==> config.mk <==
export PLATFORM = sky130hd
export DESIGN_NAME = isc_irq_capture
export DESIGN_NICKNAME = d
export VERILOG_FILES = /design/src/isc_pkg.sv /design/src/isc_irq_capture.sv
export SDC_FILE = /design/constraint.sdc
export NUM_CORES = 1
export LEC_CHECK = 0
export BUFFER_PORTS_ARGS = -buffer_cell sky130_fd_sc_hd__buf_2
export CAP_MARGIN = 20
export CORE_ASPECT_RATIO = 0.8
export CORE_MARGIN = 5
export CORE_UTILIZATION = 30
export DETAILED_ROUTE_END_ITERATION = 6
export GPL_TIMING_DRIVEN = 0
export HOLD_SLACK_MARGIN = 0.08
export PLACE_DENSITY = 0.52
export SYNTH_ARGS = -nofsm -noshare
export SYNTH_HDL_FRONTEND = slang
export SYNTH_SLANG_ARGS = --single-unit
==> constraint.sdc <==
create_clock -name aclk -period 2.4 [get_ports aclk]
set_input_delay 0.48 -clock aclk [delete_from_list [all_inputs] [get_ports aclk]]
set_output_delay 0.48 -clock aclk [all_outputs]
set_load 0.02 [all_outputs]
==> src/isc_pkg.sv <==
// Package for the interrupt status capture block: offsets, flag
// layout, source kinds, control fields and bus response codes.
// Assumes a 32-bit AXI4-Lite register bus and one clock.
package isc_pkg;

  // Register map, byte addresses
  localparam int         AXI_AW    = 5;
  localparam logic [4:0] OFS_STAT0 = 5'h00;
  localparam logic [4:0] OFS_STAT1 = 5'h04;
  localparam logic [4:0] OFS_MASK0 = 5'h08;
  localparam logic [4:0] OFS_MASK1 = 5'h0c;
  localparam logic [4:0] OFS_CTRL  = 5'h10;

  // AXI responses
  localparam logic [1:0] RESP_OKAY   = 2'h0;
  localparam logic [1:0] RESP_SLVERR = 2'h2;

  // Flag vector: bits 31..0 in word 0, bits 38..32 in word 1
  localparam int NFLAG = 39;
  localparam int W0    = 32;
  localparam int W1    = NFLAG - W0;

  // Source kinds per flag bit; a bit in no mask is event based
  localparam logic [38:0] KIND_COND   = 39'h07_ff00_0000;
  localparam logic [38:0] KIND_FOLLOW = 39'h78_0000_0000;
  localparam logic [38:0] ONESHOT     = 39'h00_0300_3000;
  localparam logic [38:0] RX_ONESHOT  = 39'h00_0100_1000;
  localparam logic [38:0] TX_ONESHOT  = 39'h00_0200_2000;

  // Reset values
  localparam logic [38:0] MASK_RST  = 39'h7f_ffff_ffff;
  localparam logic [38:0] ARMED_RST = 39'h7f_ffff_ffff;
  localparam int          CTRL_W    = 5;
  localparam logic [4:0]  CTRL_RST  = 5'h00;
  localparam logic [1:0]  ALERT_OFF = 2'h0;

  // Control word, bit 0 upward from the last field
  typedef struct packed {
    logic [1:0] alert_mode;
    logic       headset_bias_sense_enable;
    logic       mic_level_sense_powerdown;
    logic       global_power_down;
  } isc_ctrl_s;

  // Source inputs; first field is bit 38
  typedef struct packed {
    logic ring_plug_state, ring_unplug_state;
    logic tip_plug_state, tip_unplug_state;
    logic pll_locked, supply_monitor_trip;
    logic capture_path_locked, playback_path_locked;
    logic power_down_complete;
    logic rate_conv_in_locked, rate_conv_out_locked;
    logic rate_conv_in_unlocked, rate_conv_out_unlocked;
    logic port_tx_no_frame_clock, port_rx_no_frame_clock;
    logic short_detected, short_release;
    logic detect_rise, detect_fall;
    logic tip_sense_unplug, tip_sense_plug;
    logic headset_bias_sensed, headset_autodetect_complete;
    logic port_tx_early, port_tx_late, port_tx_state_fault;
    logic port_rx_early, port_rx_late, port_rx_fault;
    logic port_rx_overload;
    logic mixer_b_overflow, mixer_a_overflow;
    logic equalizer_overflow, equalizer_biquad_overflow;
    logic capture_overflow;
    logic ring_plug_debounced, ring_unplug_debounced;
    logic tip_plug_debounced, tip_unplug_debounced;
  } isc_src_s;

endpackage

==> src/isc_irq_capture.sv <==
// Interrupt status capture: sticky status flags, masks and one
// interrupt line, reached over AXI4-Lite.
// Assumes sources are synchronous to aclk; event inputs are one-cycle
// pulses, condition and plug-state inputs are levels.
//
// Summary of operation
// - A condition flag sets while its condition is present and clears only on a read or a write of one made once the condition is gone.
// - An event flag clears when read and reads 0 again until a new event arrives.
// - Raising global power-down clears all flags but the plug-state bits unless detection is live, alert mode is nonzero and an interrupt was seen.
// - The four debounced tip and ring plug and unplug flags are events.
// - Capture overflow and the two mixer and two equalizer overflow flags are events.
// - Serial-port error and timing flags are events; missing frame clock and rate converter lock flags are conditions.
// - Headset autodetect completion is an event and power-down completion is a condition.
// - Every headset flag is an event.
// - Playback lock, capture lock, supply monitor trip and PLL lock are conditions.
// - The tip and ring plug-state bits follow their plug-state inputs instead of clearing on read.
// - After a receive early frame clock, transmit state fault or missing frame clock the first read gives 1 and later reads 0.
// - Those one-shot detections rearm only on a valid frame clock edge or on leaving transmit overflow.
// - The interrupt stays high until every set and unmasked flag has been read or cleared by writing a one to it.
// - A masked event still sets its flag but leaves the interrupt alone.
//
// Chosen here: the address map and register access over AXI4-Lite.

`timescale 1ns/1ps

module isc_irq_capture
  import isc_pkg::*;
#(
  parameter int ADDR_W = AXI_AW
) (
  // Clock and reset
  input  wire logic              aclk,
  input  wire logic              aresetn,
  // AXI4-Lite write address and data
  input  wire logic [ADDR_W-1:0] s_axi_awaddr,
  input  wire logic              s_axi_awvalid,
  output logic                   s_axi_awready,
  input  wire logic [31:0]       s_axi_wdata,
  input  wire logic [3:0]        s_axi_wstrb,
  input  wire logic              s_axi_wvalid,
  output logic                   s_axi_wready,
  // AXI4-Lite write response
  output logic [1:0]             s_axi_bresp,
  output logic                   s_axi_bvalid,
  input  wire logic              s_axi_bready,
  // AXI4-Lite read
  input  wire logic [ADDR_W-1:0] s_axi_araddr,
  input  wire logic              s_axi_arvalid,
  output logic                   s_axi_arready,
  output logic [31:0]            s_axi_rdata,
  output logic [1:0]             s_axi_rresp,
  output logic                   s_axi_rvalid,
  input  wire logic              s_axi_rready,
  // Interrupt sources
  input  wire isc_src_s          src,
  // One-shot rearm strobes
  input  wire logic              rx_frame_clock_valid,
  input  wire logic              tx_frame_clock_valid,
  input  wire logic              tx_overflow_exit,
  // Interrupt, active high level
  output logic                   irq
);

  // Refuse an address bus too narrow for the map
  if (ADDR_W < AXI_AW) begin : g_chk
    $error("ADDR_W too small for the register map");
  end

  // Bus state
  logic [ADDR_W-1:0] awaddr_reg;
  logic [31:0]       wdata_reg;
  logic [3:0]        wstrb_reg;
  logic              aw_got_reg;
  logic              w_got_reg;
  logic              awready_reg;
  logic              wready_reg;
  logic              bvalid_reg;
  logic [1:0]        bresp_reg;
  logic              arready_reg;
  logic              rvalid_reg;
  logic [31:0]       rdata_reg;
  logic [1:0]        rresp_reg;

  // Block state
  logic [NFLAG-1:0]  flag_reg;
  logic [NFLAG-1:0]  mask_reg;
  logic [NFLAG-1:0]  armed_reg;
  isc_ctrl_s         ctrl_reg;
  logic              pd_q_reg;
  logic              retained_reg;
  logic              irq_reg;

  // Handshakes and decode
  logic              aw_hs;
  logic              w_hs;
  logic              b_hs;
  logic              r_hs;
  logic              rd_take;
  logic              wr_exec;
  logic              wr_stat0;
  logic              wr_stat1;
  logic              wr_mask0;
  logic              wr_mask1;
  logic              wr_ctrl;
  logic              wr_hit;
  logic [31:0]       wmask;
  isc_ctrl_s         wctrl;

  // Read mux
  logic [31:0]       rd_data;
  logic              rd_ok;
  logic [NFLAG-1:0]  rd_sel;

  // Flag control
  logic [NFLAG-1:0]  srcv;
  logic [NFLAG-1:0]  eff;
  logic [NFLAG-1:0]  rearm;
  logic [NFLAG-1:0]  wclr;
  logic [NFLAG-1:0]  clr_req;
  logic              pd_rise;
  logic              retain;
  logic              mode_clr;
  logic              pd_clear;

  // Outputs come straight from their flops
  assign s_axi_awready = awready_reg;
  assign s_axi_wready  = wready_reg;
  assign s_axi_bvalid  = bvalid_reg;
  assign s_axi_bresp   = bresp_reg;
  assign s_axi_arready = arready_reg;
  assign s_axi_rvalid  = rvalid_reg;
  assign s_axi_rdata   = rdata_reg;
  assign s_axi_rresp   = rresp_reg;
  assign irq           = irq_reg;

  // Channel handshakes
  assign aw_hs   = s_axi_awvalid & awready_reg;
  assign w_hs    = s_axi_wvalid & wready_reg;
  assign b_hs    = bvalid_reg & s_axi_bready;
  assign r_hs    = rvalid_reg & s_axi_rready;
  assign rd_take = s_axi_arvalid & arready_reg;
  assign wr_exec = aw_got_reg & w_got_reg & ~bvalid_reg;

  // Write address and data are caught in either order
  always_ff @(posedge aclk) begin
    if (!aresetn) begin
      awaddr_reg  <= '0;
      wdata_reg   <= '0;
      wstrb_reg   <= '0;
      aw_got_reg  <= 1'b0;
      w_got_reg   <= 1'b0;
      awready_reg <= 1'b1;
      wready_reg  <= 1'b1;
    end else begin
      if (aw_hs) begin
        awaddr_reg  <= s_axi_awaddr;
        aw_got_reg  <= 1'b1;
        awready_reg <= 1'b0;
      end
      if (w_hs) begin
        wdata_reg  <= s_axi_wdata;
        wstrb_reg  <= s_axi_wstrb;
        w_got_reg  <= 1'b1;
        wready_reg <= 1'b0;
      end
      if (wr_exec) begin
        aw_got_reg <= 1'b0;
        w_got_reg  <= 1'b0;
      end
      // Ready again only after the response, one write at a time
      if (b_hs) begin
        awready_reg <= 1'b1;
        wready_reg  <= 1'b1;
      end
    end
  end

  // Write response
  always_ff @(posedge aclk) begin
    if (!aresetn) begin
      bvalid_reg <= 1'b0;
      bresp_reg  <= RESP_OKAY;
    end else if (wr_exec) begin
      bvalid_reg <= 1'b1;
      bresp_reg  <= wr_hit ? RESP_OKAY : RESP_SLVERR;
    end else if (b_hs) begin
      bvalid_reg <= 1'b0;
    end
  end

  // Write decode against the full address, so no aliases
  assign wr_stat0 = wr_exec & (awaddr_reg == ADDR_W'(OFS_STAT0));
  assign wr_stat1 = wr_exec & (awaddr_reg == ADDR_W'(OFS_STAT1));
  assign wr_mask0 = wr_exec & (awaddr_reg == ADDR_W'(OFS_MASK0));
  assign wr_mask1 = wr_exec & (awaddr_reg == ADDR_W'(OFS_MASK1));
  assign wr_ctrl  = wr_exec & (awaddr_reg == ADDR_W'(OFS_CTRL));
  assign wr_hit   = wr_stat0 | wr_stat1 | wr_mask0 | wr_mask1 | wr_ctrl;

  // Byte lanes
  assign wmask = {{8{wstrb_reg[3]}}, {8{wstrb_reg[2]}},
                  {8{wstrb_reg[1]}}, {8{wstrb_reg[0]}}};
  assign wctrl = isc_ctrl_s'(wdata_reg[CTRL_W-1:0]);

  // Writing ones to a status word clears like a read
  assign wclr = {wr_stat1 ? wdata_reg[W1-1:0] & wmask[W1-1:0] : W1'(0),
                 wr_stat0 ? wdata_reg & wmask : W0'(0)};

  // Mask registers, set bit means masked
  always_ff @(posedge aclk) begin
    if (!aresetn) begin
      mask_reg <= MASK_RST;
    end else begin
      if (wr_mask0) begin
        mask_reg[W0-1:0] <= (mask_reg[W0-1:0] & ~wmask) |
                            (wdata_reg & wmask);
      end
      if (wr_mask1) begin
        mask_reg[NFLAG-1:W0] <= (mask_reg[NFLAG-1:W0] & ~wmask[W1-1:0])
                              | (wdata_reg[W1-1:0] & wmask[W1-1:0]);
      end
    end
  end

  // Control register lives in byte lane 0
  always_ff @(posedge aclk) begin
    if (!aresetn) begin
      ctrl_reg <= isc_ctrl_s'(CTRL_RST);
    end else if (wr_ctrl && wstrb_reg[0]) begin
      ctrl_reg <= wctrl;
    end
  end

  // Read mux; status reads also select the flags to clear
  always_comb begin
    rd_data = '0;
    rd_ok   = 1'b1;
    rd_sel  = '0;
    case (s_axi_araddr)
      ADDR_W'(OFS_STAT0): begin
        rd_data        = flag_reg[W0-1:0];
        rd_sel[W0-1:0] = '1;
      end
      ADDR_W'(OFS_STAT1): begin
        rd_data[W1-1:0]    = flag_reg[NFLAG-1:W0];
        rd_sel[NFLAG-1:W0] = '1;
      end
      ADDR_W'(OFS_MASK0): rd_data = mask_reg[W0-1:0];
      ADDR_W'(OFS_MASK1): rd_data[W1-1:0] = mask_reg[NFLAG-1:W0];
      ADDR_W'(OFS_CTRL):  rd_data[CTRL_W-1:0] = ctrl_reg;
      default:            rd_ok = 1'b0;
    endcase
  end

  // Read channel; data is sampled in the cycle the address is taken
  always_ff @(posedge aclk) begin
    if (!aresetn) begin
      arready_reg <= 1'b1;
      rvalid_reg  <= 1'b0;
      rdata_reg   <= '0;
      rresp_reg   <= RESP_OKAY;
    end else if (rd_take) begin
      arready_reg <= 1'b0;
      rvalid_reg  <= 1'b1;
      rdata_reg   <= rd_data;
      rresp_reg   <= rd_ok ? RESP_OKAY : RESP_SLVERR;
    end else if (r_hs) begin
      arready_reg <= 1'b1;
      rvalid_reg  <= 1'b0;
    end
  end

  // Clear requests from reads and from write-one-to-clear
  assign clr_req = (rd_sel & {NFLAG{rd_take}}) | wclr;
  assign srcv    = src;

  // Rearm strobes, split per direction
  assign rearm = (RX_ONESHOT & {NFLAG{rx_frame_clock_valid}}) |
                 (TX_ONESHOT &
                  {NFLAG{tx_frame_clock_valid | tx_overflow_exit}});

  // Power-down edge and the retention exception
  assign pd_rise  = ctrl_reg.global_power_down & ~pd_q_reg;
  assign retain   = (~ctrl_reg.mic_level_sense_powerdown |
                     ctrl_reg.headset_bias_sense_enable) &
                    (ctrl_reg.alert_mode != ALERT_OFF) &
                    irq_reg;
  assign mode_clr = wr_ctrl & wstrb_reg[0] & retained_reg &
                    (wctrl.alert_mode == ALERT_OFF);
  assign pd_clear = (pd_rise & ~retain) | mode_clr;

  // Power-down edge detect and retention tracking
  always_ff @(posedge aclk) begin
    if (!aresetn) begin
      pd_q_reg     <= 1'b0;
      retained_reg <= 1'b0;
    end else begin
      pd_q_reg <= ctrl_reg.global_power_down;
      if (pd_rise && retain) begin
        retained_reg <= 1'b1;
      end else if (mode_clr || !ctrl_reg.global_power_down) begin
        retained_reg <= 1'b0;
      end
    end
  end

  // One flag per source; the kind masks pick the behaviour.
  // Condition sources set every cycle they are present, so a clear
  // only lands once the condition has gone away.
  for (genvar i = 0; i < NFLAG; i++) begin : g_flag

    // A disarmed one-shot source is seen as absent
    assign eff[i] = srcv[i] & (armed_reg[i] | ~ONESHOT[i]);

    // Status bit
    always_ff @(posedge aclk) begin
      if (!aresetn) begin
        flag_reg[i] <= 1'b0;
      end else if (KIND_FOLLOW[i]) begin
        flag_reg[i] <= srcv[i];
      end else if (eff[i]) begin
        // Set beats any clear in the same cycle
        flag_reg[i] <= 1'b1;
      end else if (pd_clear) begin
        flag_reg[i] <= 1'b0;
      end else if (clr_req[i]) begin
        flag_reg[i] <= 1'b0;
      end
    end

    // Arming for the one-shot serial-port sources
    always_ff @(posedge aclk) begin
      if (!aresetn) begin
        armed_reg[i] <= ARMED_RST[i];
      end else if (rearm[i]) begin
        armed_reg[i] <= 1'b1;
      end else if (eff[i] && ONESHOT[i]) begin
        armed_reg[i] <= 1'b0;
      end
    end

  end

  // Interrupt: any set and unmasked flag; masked flags never count.
  // One cycle behind the flags to keep the pin glitch free.
  always_ff @(posedge aclk) begin
    if (!aresetn) begin
      irq_reg <= 1'b0;
    end else begin
      irq_reg <= |(flag_reg & ~mask_reg);
    end
  end

endmodule

==> impl_metrics.env, run 1 <==
export IMPL_grt_max_degree=17
export IMPL_end_kind="flip-flop"
export IMPL_final_min_clock_period_ps=2148
export IMPL_fp_dieH_um=150.5
export IMPL_antenna_left=0
export IMPL_fmax_ghz=0.4655
export IMPL_cp_slowest_cell="nand4_1"
export IMPL_drt_first_pass_iters=5
export IMPL_grt_pass1_vias=6316
export IMPL_antenna_found_initial=0
export IMPL_critPathLaunchType="flip-flop"
export IMPL_synth_cell_types=46
export IMPL_fin_nets=1089
export IMPL_grt_util_met2_pct=27.33
export IMPL_critPathMaxFanout=8
export IMPL_power_density_mw_per_mm2=722.1
export IMPL_slew_headroom_pct=40.64
export IMPL_finalHoldViolations=0
export IMPL_synth_area_leaders="dfxtp_1 47%, nand2_1 9.3%, mux2i_1 9.2%"
export IMPL_insertion_delay_ps=440
export IMPL_period_share_pct=89.51
export IMPL_portBuffers=131
export IMPL_cellLeakagePower_nw=3.978
export IMPL_ios=137
export IMPL_fp_dieW_um=185.6
export IMPL_ys_async_sr_fraction_pct=0
export IMPL_tritoncts="built"
export IMPL_drc=0
export IMPL_yosysSeqAreaShare_pct=46.51
export IMPL_rows=51
export IMPL_start_util_pct=30.45
export IMPL_synth_edf_count=0
export IMPL_drv_slew=0
export IMPL_yosys_register_bits=172
export IMPL_rr_worst_depth=5
export IMPL_drt_vias_per_instance=4.878
export IMPL_worstSetupPathType="flip-flop to flip-flop"
export IMPL_wl_per_cell_um=19.60
export IMPL_synth_top_area_share_pct=46.51
export IMPL_synth_top_flop_cell="dfxtp_1"
export IMPL_path_cells="clkbuf_1 -> nor3b_1 -> nand4_1 -> mux2i_1 -> nand2_1"
export IMPL_slowest_delay_ps=630
export IMPL_place_congestion=0.8467
export IMPL_cts_num_sinks=172
export IMPL_syn_inst=842
export IMPL_ir_worst_vdd_mv=0.5379
export IMPL_clk_root_buffer_cell="clkbuf_16"
export IMPL_gr_usage_met3_pct=3.889
export IMPL_hpwl_um=19340
export IMPL_grtUsageMet1_pct=28.43
export IMPL_wirelength_um=25980
export IMPL_area_growth_pct=22.31
export IMPL_crit_required_ps=2700
export IMPL_dieArea_mm2=0.02794
export IMPL_cts_htree_levels=4
export IMPL_hp_class="input port to flip-flop"
export IMPL_synth_warnings=0
export IMPL_min_path_cells=3
export IMPL_cap_violations=0
export IMPL_setup_violations=0
export IMPL_instances_no_fill=1325
export IMPL_drt_iter0_drc=513
export IMPL_fin_worst_skew_ps=11.24
export IMPL_grt_overflow=0
export IMPL_layout_common_cells="184 x nand2_1, 172 x dfxtp_1, 133 x buf_2, 68 x mux2i_1, 53 x a21oi_1"
export IMPL_cts_buffer_depth=2
export IMPL_via_count=6464
export IMPL_clk_pin_slew_ps=70
export IMPL_rsz0062_at_grt="false"
export IMPL_status="finished, final reports clean"
export IMPL_critPathArrivalTime_ps=2450
export IMPL_tightest_slew_ps=890.4
export IMPL_globalRouteTotalUtil_pct=18.69
export IMPL_place_inst=1292
export IMPL_tns_ps=0
export IMPL_synth_largest_area_cell="dfxtp_1"
export IMPL_mostFrequentLayoutCell="nand2_1"
export IMPL_drive_gt1_share_pct=22.34
export IMPL_core_mm2=0.02431
export IMPL_syn_avg_cell_area_um2=8.793
export IMPL_busiest_layer="met1"
export IMPL_grt_pass1_wl_um=38740
export IMPL_synth_area_mm2=0.007403
export IMPL_antenna_cells=0
export IMPL_numCtsBuffers=17
export IMPL_postCtsHoldBufs=0
## report_power, final
| part | switching, mW | total [mW] | internal (mW) |
|---|---|---|---|
| Sequential | 0.113 | 3.09 | 2.98 |
| Combinational | 0.414 | 0.676 | 0.262 |
| Clock | 1.18 | 2.77 | 1.59 |
| Total | 1.71 | 6.54 | 4.83 |
## cells in the mapped netlist, types with 6 or more instances
master,instances
clkbuf_1,39
nor2_2,20
mux2i_1,68
o211ai_1,41
buf_1,6
a2bb2oi_2,20
nand3b_1,10
o22ai_1,12
a21oi_1,53
nor2_1,25
o21ai_0,51
nand2_1,184
and2_1,7
dfxtp_1,172
nand2b_1,11
buf_6,8
inv_1,41
nand3_1,12
## metrics by stage
| step | area, um^2 | worst slack, ps | hold WS, ps | power, mW | util (%) |
|---|---|---|---|---|---|
| after CTS | 9041 | 74.24 | 230.7 | 6.580 | 37.19 |
| after global placement | 8461 | 99.09 | 443.8 | 3.824 | 34.80 |
| final | 9055 | 251.9 | 241.1 | 6.539 | 37.24 |
| after global routing | 9055 | 45.59 | 248.8 | 6.781 | 37.24 |
| after floorplan | 7407 | 438.5 | 440.8 | 3.530 | - |
| after detailed placement | 8461 | 100.3 | 455.9 | 3.833 | 34.80 |
## final timing paths
kind | start | to | slack, ps
worst max-delay path | awaddr_reg[2] | flip-flop | 250
worst min-delay path | rx_frame_clock_valid | armed_reg[12] | 240
worst max register to register | awaddr_reg[2] | flip-flop | 250
worst min register to register | s_axi_rresp[1] | s_axi_rresp[1] | 470
## routing by layer
metal / wire [um] / vias up
li1: - / 3211
met1: 13210 / 3049
met2: 10930 / 184
met3: 1570 / 20
met4: 269 / 0
met5: 0 / -
## logic make-up after synthesis
kind of cell	share of synthesized area, %
AOI/OAI and AO/OA	18.62
buffers and inverters	6.608
DFF	46.51
muxes	9.802
other	0.05065
and+or+nand+nor	18.40
## final cells by class
cell class / instances / area, um^2
Timing Repair Buffer: 132 / 663.1
Fill cell: 2562 / 15260
Tap cell: 318 / 397.9
Inverter: 42 / 157.7
Clock buffer: 22 / 464.2
Sequential cell: 172 / 3443
Buffer: 60 / 337.8
Multi-Input combinational cell: 569 / 3475
Clock inverter: 10 / 116.4
## what timing repair did
| item | in CTS | in global routing |
|---|---|---|
| endpoints found under the setup margin | 0 | 28 |
| gates resized for setup | 0 | 10 |
| setup buffers | 0 | 1 |
## critical path: cells and delay by family, from the launching register on
family,cells,cell delay (ps)
muxes,1,360
and+or+nand+nor,3,1180
DFF,1,290
buffers and inverters,1,170
Power figures use the tool's default switching activity.
==> inputs of run 2 (changes only) <==
==> constraint.sdc (replaced) <==
create_clock -name aclk -period 2.4 [get_ports aclk]
set_input_delay 0.12 -clock aclk [delete_from_list [all_inputs] [get_ports aclk]]
set_output_delay 0.12 -clock aclk [all_outputs]
set_load 0.02 [all_outputs]
==> run 2 against run 1 <==
Compared with the run above:
- largest cell class unchanged
- combinational power increased by 17%
- die area unchanged
- via count increased by 4.6%
- utilization increased by 3.8 points
- routed wire length increased by 2.4%
- hold slack got worse by 140 ps
==> impl_metrics.env, run 2 (same netlist as run 1, synthesis figures left out) <==
export IMPL_status="finished, final reports clean"
export IMPL_drt_vias_per_instance=4.773
export IMPL_rsz0062_at_grt="false"
export IMPL_grt_pass1_wl_um=40030
export IMPL_tns_ps=0
export IMPL_multi_input_area_mm2=0.003475
export IMPL_r2r_setup_slack_ps=250
export IMPL_grtUsageMet1_pct=28.67
export IMPL_end_kind="flip-flop"
export IMPL_p_clk_share_pct=41.6
export IMPL_ios=137
export IMPL_start_util_pct=30.45
export IMPL_numCtsBuffers=17
export IMPL_insertion_delay_ps=430
export IMPL_critPathArrivalTime_ps=2450
export IMPL_drt_first_pass_iters=4
export IMPL_instances_no_fill=1417
export IMPL_pwr_share_seq_pct=46.5
export IMPL_finalHoldViolations=0
export IMPL_dp_slack_ps=100.3
export IMPL_fp_dieW_um=185.6
export IMPL_wirelength_um=26610
export IMPL_r2r_start="awaddr_reg[2]"
export IMPL_drive_gt1_share_pct=20.47
export IMPL_drt_iter0_drc=588
export IMPL_critPathLaunchType="flip-flop"
export IMPL_cts_htree_levels=4
export IMPL_worstHoldEndpoint="awaddr_reg[4]"
export IMPL_busiest_layer="met2"
export IMPL_clk_root_buffer_cell="clkbuf_16"
export IMPL_dieArea_mm2=0.02794
export IMPL_area_growth_pct=34.75
export IMPL_drv_slew=0
export IMPL_rows=51
export IMPL_grt_overflow=0
export IMPL_grt_pass1_vias=6711
export IMPL_min_path_cells=3
export IMPL_cts_num_sinks=172
export IMPL_antenna_found_initial=0
export IMPL_rr_worst_depth=5
export IMPL_grt_util_met2_pct=29.05
export IMPL_final_min_clock_period_ps=2154
export IMPL_wl_per_cell_um=18.78
export IMPL_timing_hold_ws_ps=99.29
export IMPL_cap_violations=0
export IMPL_comb_power_share_pct=11.9
export IMPL_worstSetupPathType="flip-flop to flip-flop"
export IMPL_internal_power_mw=4.929
export IMPL_crit_required_ps=2700
export IMPL_place_congestion=0.8467
export IMPL_p_switching_mw=1.726
export IMPL_clk_pin_slew_ps=70
export IMPL_tritoncts="built"
export IMPL_power_mw=6.656
export IMPL_antenna_cells=0
export IMPL_nFillCells=2473
export IMPL_power_density_mw_per_mm2=667.2
export IMPL_mostFrequentLayoutCell="nand2_1"
export IMPL_slew_headroom_pct=40.76
export IMPL_fin_nets=1181
export IMPL_gr_usage_met3_pct=3.623
export IMPL_drc=0
export IMPL_period_share_pct=89.74
export IMPL_core_mm2=0.02431
export IMPL_final_area_mm2=0.009976
export IMPL_place_area_mm2=0.008461
export IMPL_place_inst=1292
export IMPL_cts_buffer_depth=2
export IMPL_globalRouteTotalUtil_pct=19.20
export IMPL_setup_ws_ps=246.1
export IMPL_fmax_ghz=0.4643
export IMPL_grt_max_degree=17
export IMPL_final_util_pct=41.03
export IMPL_tightest_slew_ps=888.7
export IMPL_swShare_pct=25.94
export IMPL_critPathMaxFanout=8
export IMPL_regArea_mm2=0.003443
export IMPL_ir_worst_vdd_mv=0.5341
export IMPL_hp_start="s_axi_awvalid"
export IMPL_setup_violations=0
export IMPL_cellLeakagePower_nw=4.346
export IMPL_hpwl_um=19340
export IMPL_antenna_left=0
export IMPL_hp_class="input port to flip-flop"
export IMPL_fp_dieH_um=150.5
export IMPL_portBuffers=131
export IMPL_fin_worst_skew_ps=6.751
export IMPL_layout_common_cells="184 x nand2_1, 172 x dfxtp_1, 133 x buf_2, 92 x dlygate4sd3_1, 68 x mux2i_1"
export IMPL_via_count=6763
## run 2: metal layers
metal	wire length [um]	vias up
met4	274	0
met1	13490	3164
li1	-	3391
met5	0	-
met3	1499	22
met2	11350	186
## run 2: worst max-delay path, stage by stage (launching register included)
cell and delay [ps]:
dfxtp_1 290, clkbuf_1 170, nor3b_1 480, nand4_1 630, mux2i_1 360, nand2_1 70
## run 2: final cells by class
| type | instances | area share (%) |
|---|---|---|
| Buffer | 60 | 3.386 |
| Clock buffer | 22 | 4.653 |
| Clock inverter | 10 | 1.166 |
| Inverter | 42 | 1.580 |
| Multi-Input combinational cell | 569 | 34.83 |
| Sequential cell | 172 | 34.52 |
| Tap cell | 318 | 3.988 |
| Timing Repair Buffer | 224 | 15.88 |
## run 2: how the worst max path moves through the flow
| stage | startpoint | end | slack [ps] | cells after the start |
|---|---|---|---|---|
| final | awaddr_reg[2] | flip-flop | 250 | 5 |
| after global routing | awaddr_reg[2] | flip-flop | 50 | 5 |
| after CTS | wstrb_reg[0] | flip-flop | 70 | 5 |
| after detailed placement | wstrb_reg[0] | flip-flop | 100 | 5 |
| after global placement | wstrb_reg[0] | flip-flop | 120 | 5 |
| after floorplan | s_axi_bvalid | flip-flop | 650 | 5 |
## run 2: repair_timing
| action | CTS | global route |
|---|---|---|
| endpoints found under the hold margin | 89 | 0 |
| hold buffers | 92 | 0 |
| setup endpoints to repair | 0 | 26 |
| gates resized for setup | 0 | 10 |
| buffers inserted | 0 | 1 |
## run 2: power groups by stage
stage / registers, mW / clock network, mW / logic [mW]
global placement: 3.15 / 0 / 0.671
global route: 3.11 / 2.92 / 0.875
CTS: 3.09 / 2.81 / 0.794
detailed placement: 3.16 / 0 / 0.678
finish: 3.10 / 2.77 / 0.792
floorplan: 3.14 / 0 / 0.392
==> inputs of run 3 (changes only) <==
- ABC_AREA: default -> 0
- CORE_UTILIZATION: 30 -> 40
- PLACE_DENSITY: 0.52 -> 0.65
==> run 3 against run 2 <==
Compared with the run above:
- utilization increased by 13 points
- power rose by 1.3%
- critical path depth rose by 1
- via count increased by 4.1%
- clock-buffer cell count decreased by 4
- largest power group unchanged
- clock power grew 3%
- critical path type unchanged
- sequential share of layout area grew 0.34 points
- largest cell class unchanged
==> impl_metrics.env, run 3 (same netlist as run 1, synthesis figures left out) <==
export IMPL_wirelength_um=24730
export IMPL_drc=0
export IMPL_hpwl_um=17490
export IMPL_critPathLaunchType="flip-flop"
export IMPL_core_mm2=0.01817
export IMPL_clk_pin_slew_ps=60
export IMPL_clk_root_buffer_cell="clkbuf_16"
export IMPL_hp_class="input port to flip-flop"
export IMPL_rows=44
export IMPL_dieArea_mm2=0.02135
export IMPL_slew_headroom_pct=45.65
export IMPL_setup_violations=0
export IMPL_globalRouteTotalUtil_pct=22.66
export IMPL_drt_iter0_drc=662
export IMPL_cts_num_sinks=172
export IMPL_ios=137
export IMPL_insertion_delay_ps=440
export IMPL_place_inst=1204
export IMPL_grt_pass1_vias=6514
export IMPL_area_growth_pct=33.45
export IMPL_nFillCells=1655
export IMPL_cts_htree_levels=4
export IMPL_drt_vias_per_instance=5.299
export IMPL_instances_no_fill=1328
export IMPL_finalHoldViolations=0
export IMPL_layout_common_cells="184 x nand2_1, 172 x dfxtp_1, 133 x buf_2, 91 x dlygate4sd3_1, 68 x mux2i_1"
export IMPL_power_density_mw_per_mm2=682.4
export IMPL_final_min_clock_period_ps=2196
export IMPL_fin_worst_skew_ps=9.682
export IMPL_fin_nets=1180
export IMPL_start_util_pct=40.75
export IMPL_ir_worst_vdd_mv=0.4284
export IMPL_drt_first_pass_iters=5
export IMPL_tritoncts="built"
export IMPL_worstSetupPathType="flip-flop to flip-flop"
export IMPL_via_count=7037
export IMPL_grt_max_degree=17
export IMPL_grt_pass1_wl_um=37580
export IMPL_wl_per_cell_um=18.62
export IMPL_tightest_slew_ps=815.2
export IMPL_cts_buffer_depth=2
export IMPL_final_util_pct=54.38
export IMPL_period_share_pct=91.52
export IMPL_mostFrequentLayoutCell="nand2_1"
export IMPL_power_mw=6.742
export IMPL_fp_dieW_um=162.1
export IMPL_cellLeakagePower_nw=4.353
export IMPL_drv_slew=0
export IMPL_drive_gt1_share_pct=20.49
export IMPL_fp_dieH_um=131.7
export IMPL_cap_violations=0
export IMPL_antenna_left=0
export IMPL_fmax_ghz=0.4553
export IMPL_rsz0062_at_grt="false"
export IMPL_numCtsBuffers=17
export IMPL_antenna_found_initial=0
export IMPL_place_congestion=0.8885
export IMPL_end_kind="flip-flop"
export IMPL_critPathArrivalTime_ps=2490
export IMPL_status="finished, final reports clean"
export IMPL_crit_required_ps=2700
export IMPL_antenna_cells=0
export IMPL_grt_overflow=0
export IMPL_portBuffers=131
export IMPL_tns_ps=0
export IMPL_critPathMaxFanout=10
run 3: layout make-up:
| type | count | area, um^2 | share of cell area [%] |
|---|---|---|---|
| Multi-Input combinational cell | 569 | 3475 | 35.17 |
| Clock buffer | 18 | 439.2 | 4.445 |
| Buffer | 60 | 334.1 | 3.381 |
| Timing Repair Buffer | 223 | 1574 | 15.93 |
| Clock inverter | 14 | 168.9 | 1.710 |
| Sequential cell | 172 | 3443 | 34.85 |
| Inverter | 42 | 157.7 | 1.596 |
| Tap cell | 230 | 287.8 | 2.913 |
run 3: worst paths after layout:
check	start	endpoint	slack, ps	cells past startpoint
max	awaddr_reg[2]	flag_reg[5]	200	6
min	s_axi_awvalid	awaddr_reg[1]	80	3
max reg2reg	awaddr_reg[2]	flag_reg[5]	200	6
min reg2reg	s_axi_rresp[1]	s_axi_rresp[1]	470	2
run 3: critical path: stages (launching register included):
cell and delay, ps:
dfxtp_1 300, clkbuf_1 180, nor4bb_1 380, nand4_1 170
nand3_1 350, clkbuf_1 500, o21ai_0 190
run 3: metrics by stage:
stage / hold WS [ps] / setup WS [ps] / instance area, um^2
after detailed placement: 319.5 / 141.8 / 8351
after floorplan: 220.4 / 649.2 / 7407
final: 79.37 / 203.6 / 9879
after CTS: 81.26 / 125.1 / 9869
after global placement: 317.5 / 173.5 / 8351
after global routing: 107.1 / 45.31 / 9879
run 3: metal layers:
layer / up-vias / GRT usage (%) / routed length, um
met5: - / 0 / 0
li1: 3391 / - / -
met2: 283 / 34.29 / 10990
met1: 3336 / 33.15 / 11630
met4: 0 / 5.824 / 398
met3: 27 / 4.477 / 1709
run 3: what timing repair did:
item / CTS / global route
gates resized for setup: 0 / 4
hold buffers: 91 / 0
endpoints found under the setup margin: 0 / 9
endpoints found under the hold margin: 89 / 0
buffers inserted: 0 / 1
run 3: report_power, final:
group	internal, mW	switching [mW]	leakage (nW)
Combinational	0.358	0.424	2.65
Clock	1.67	1.20	0.296
Sequential	2.98	0.113	1.41
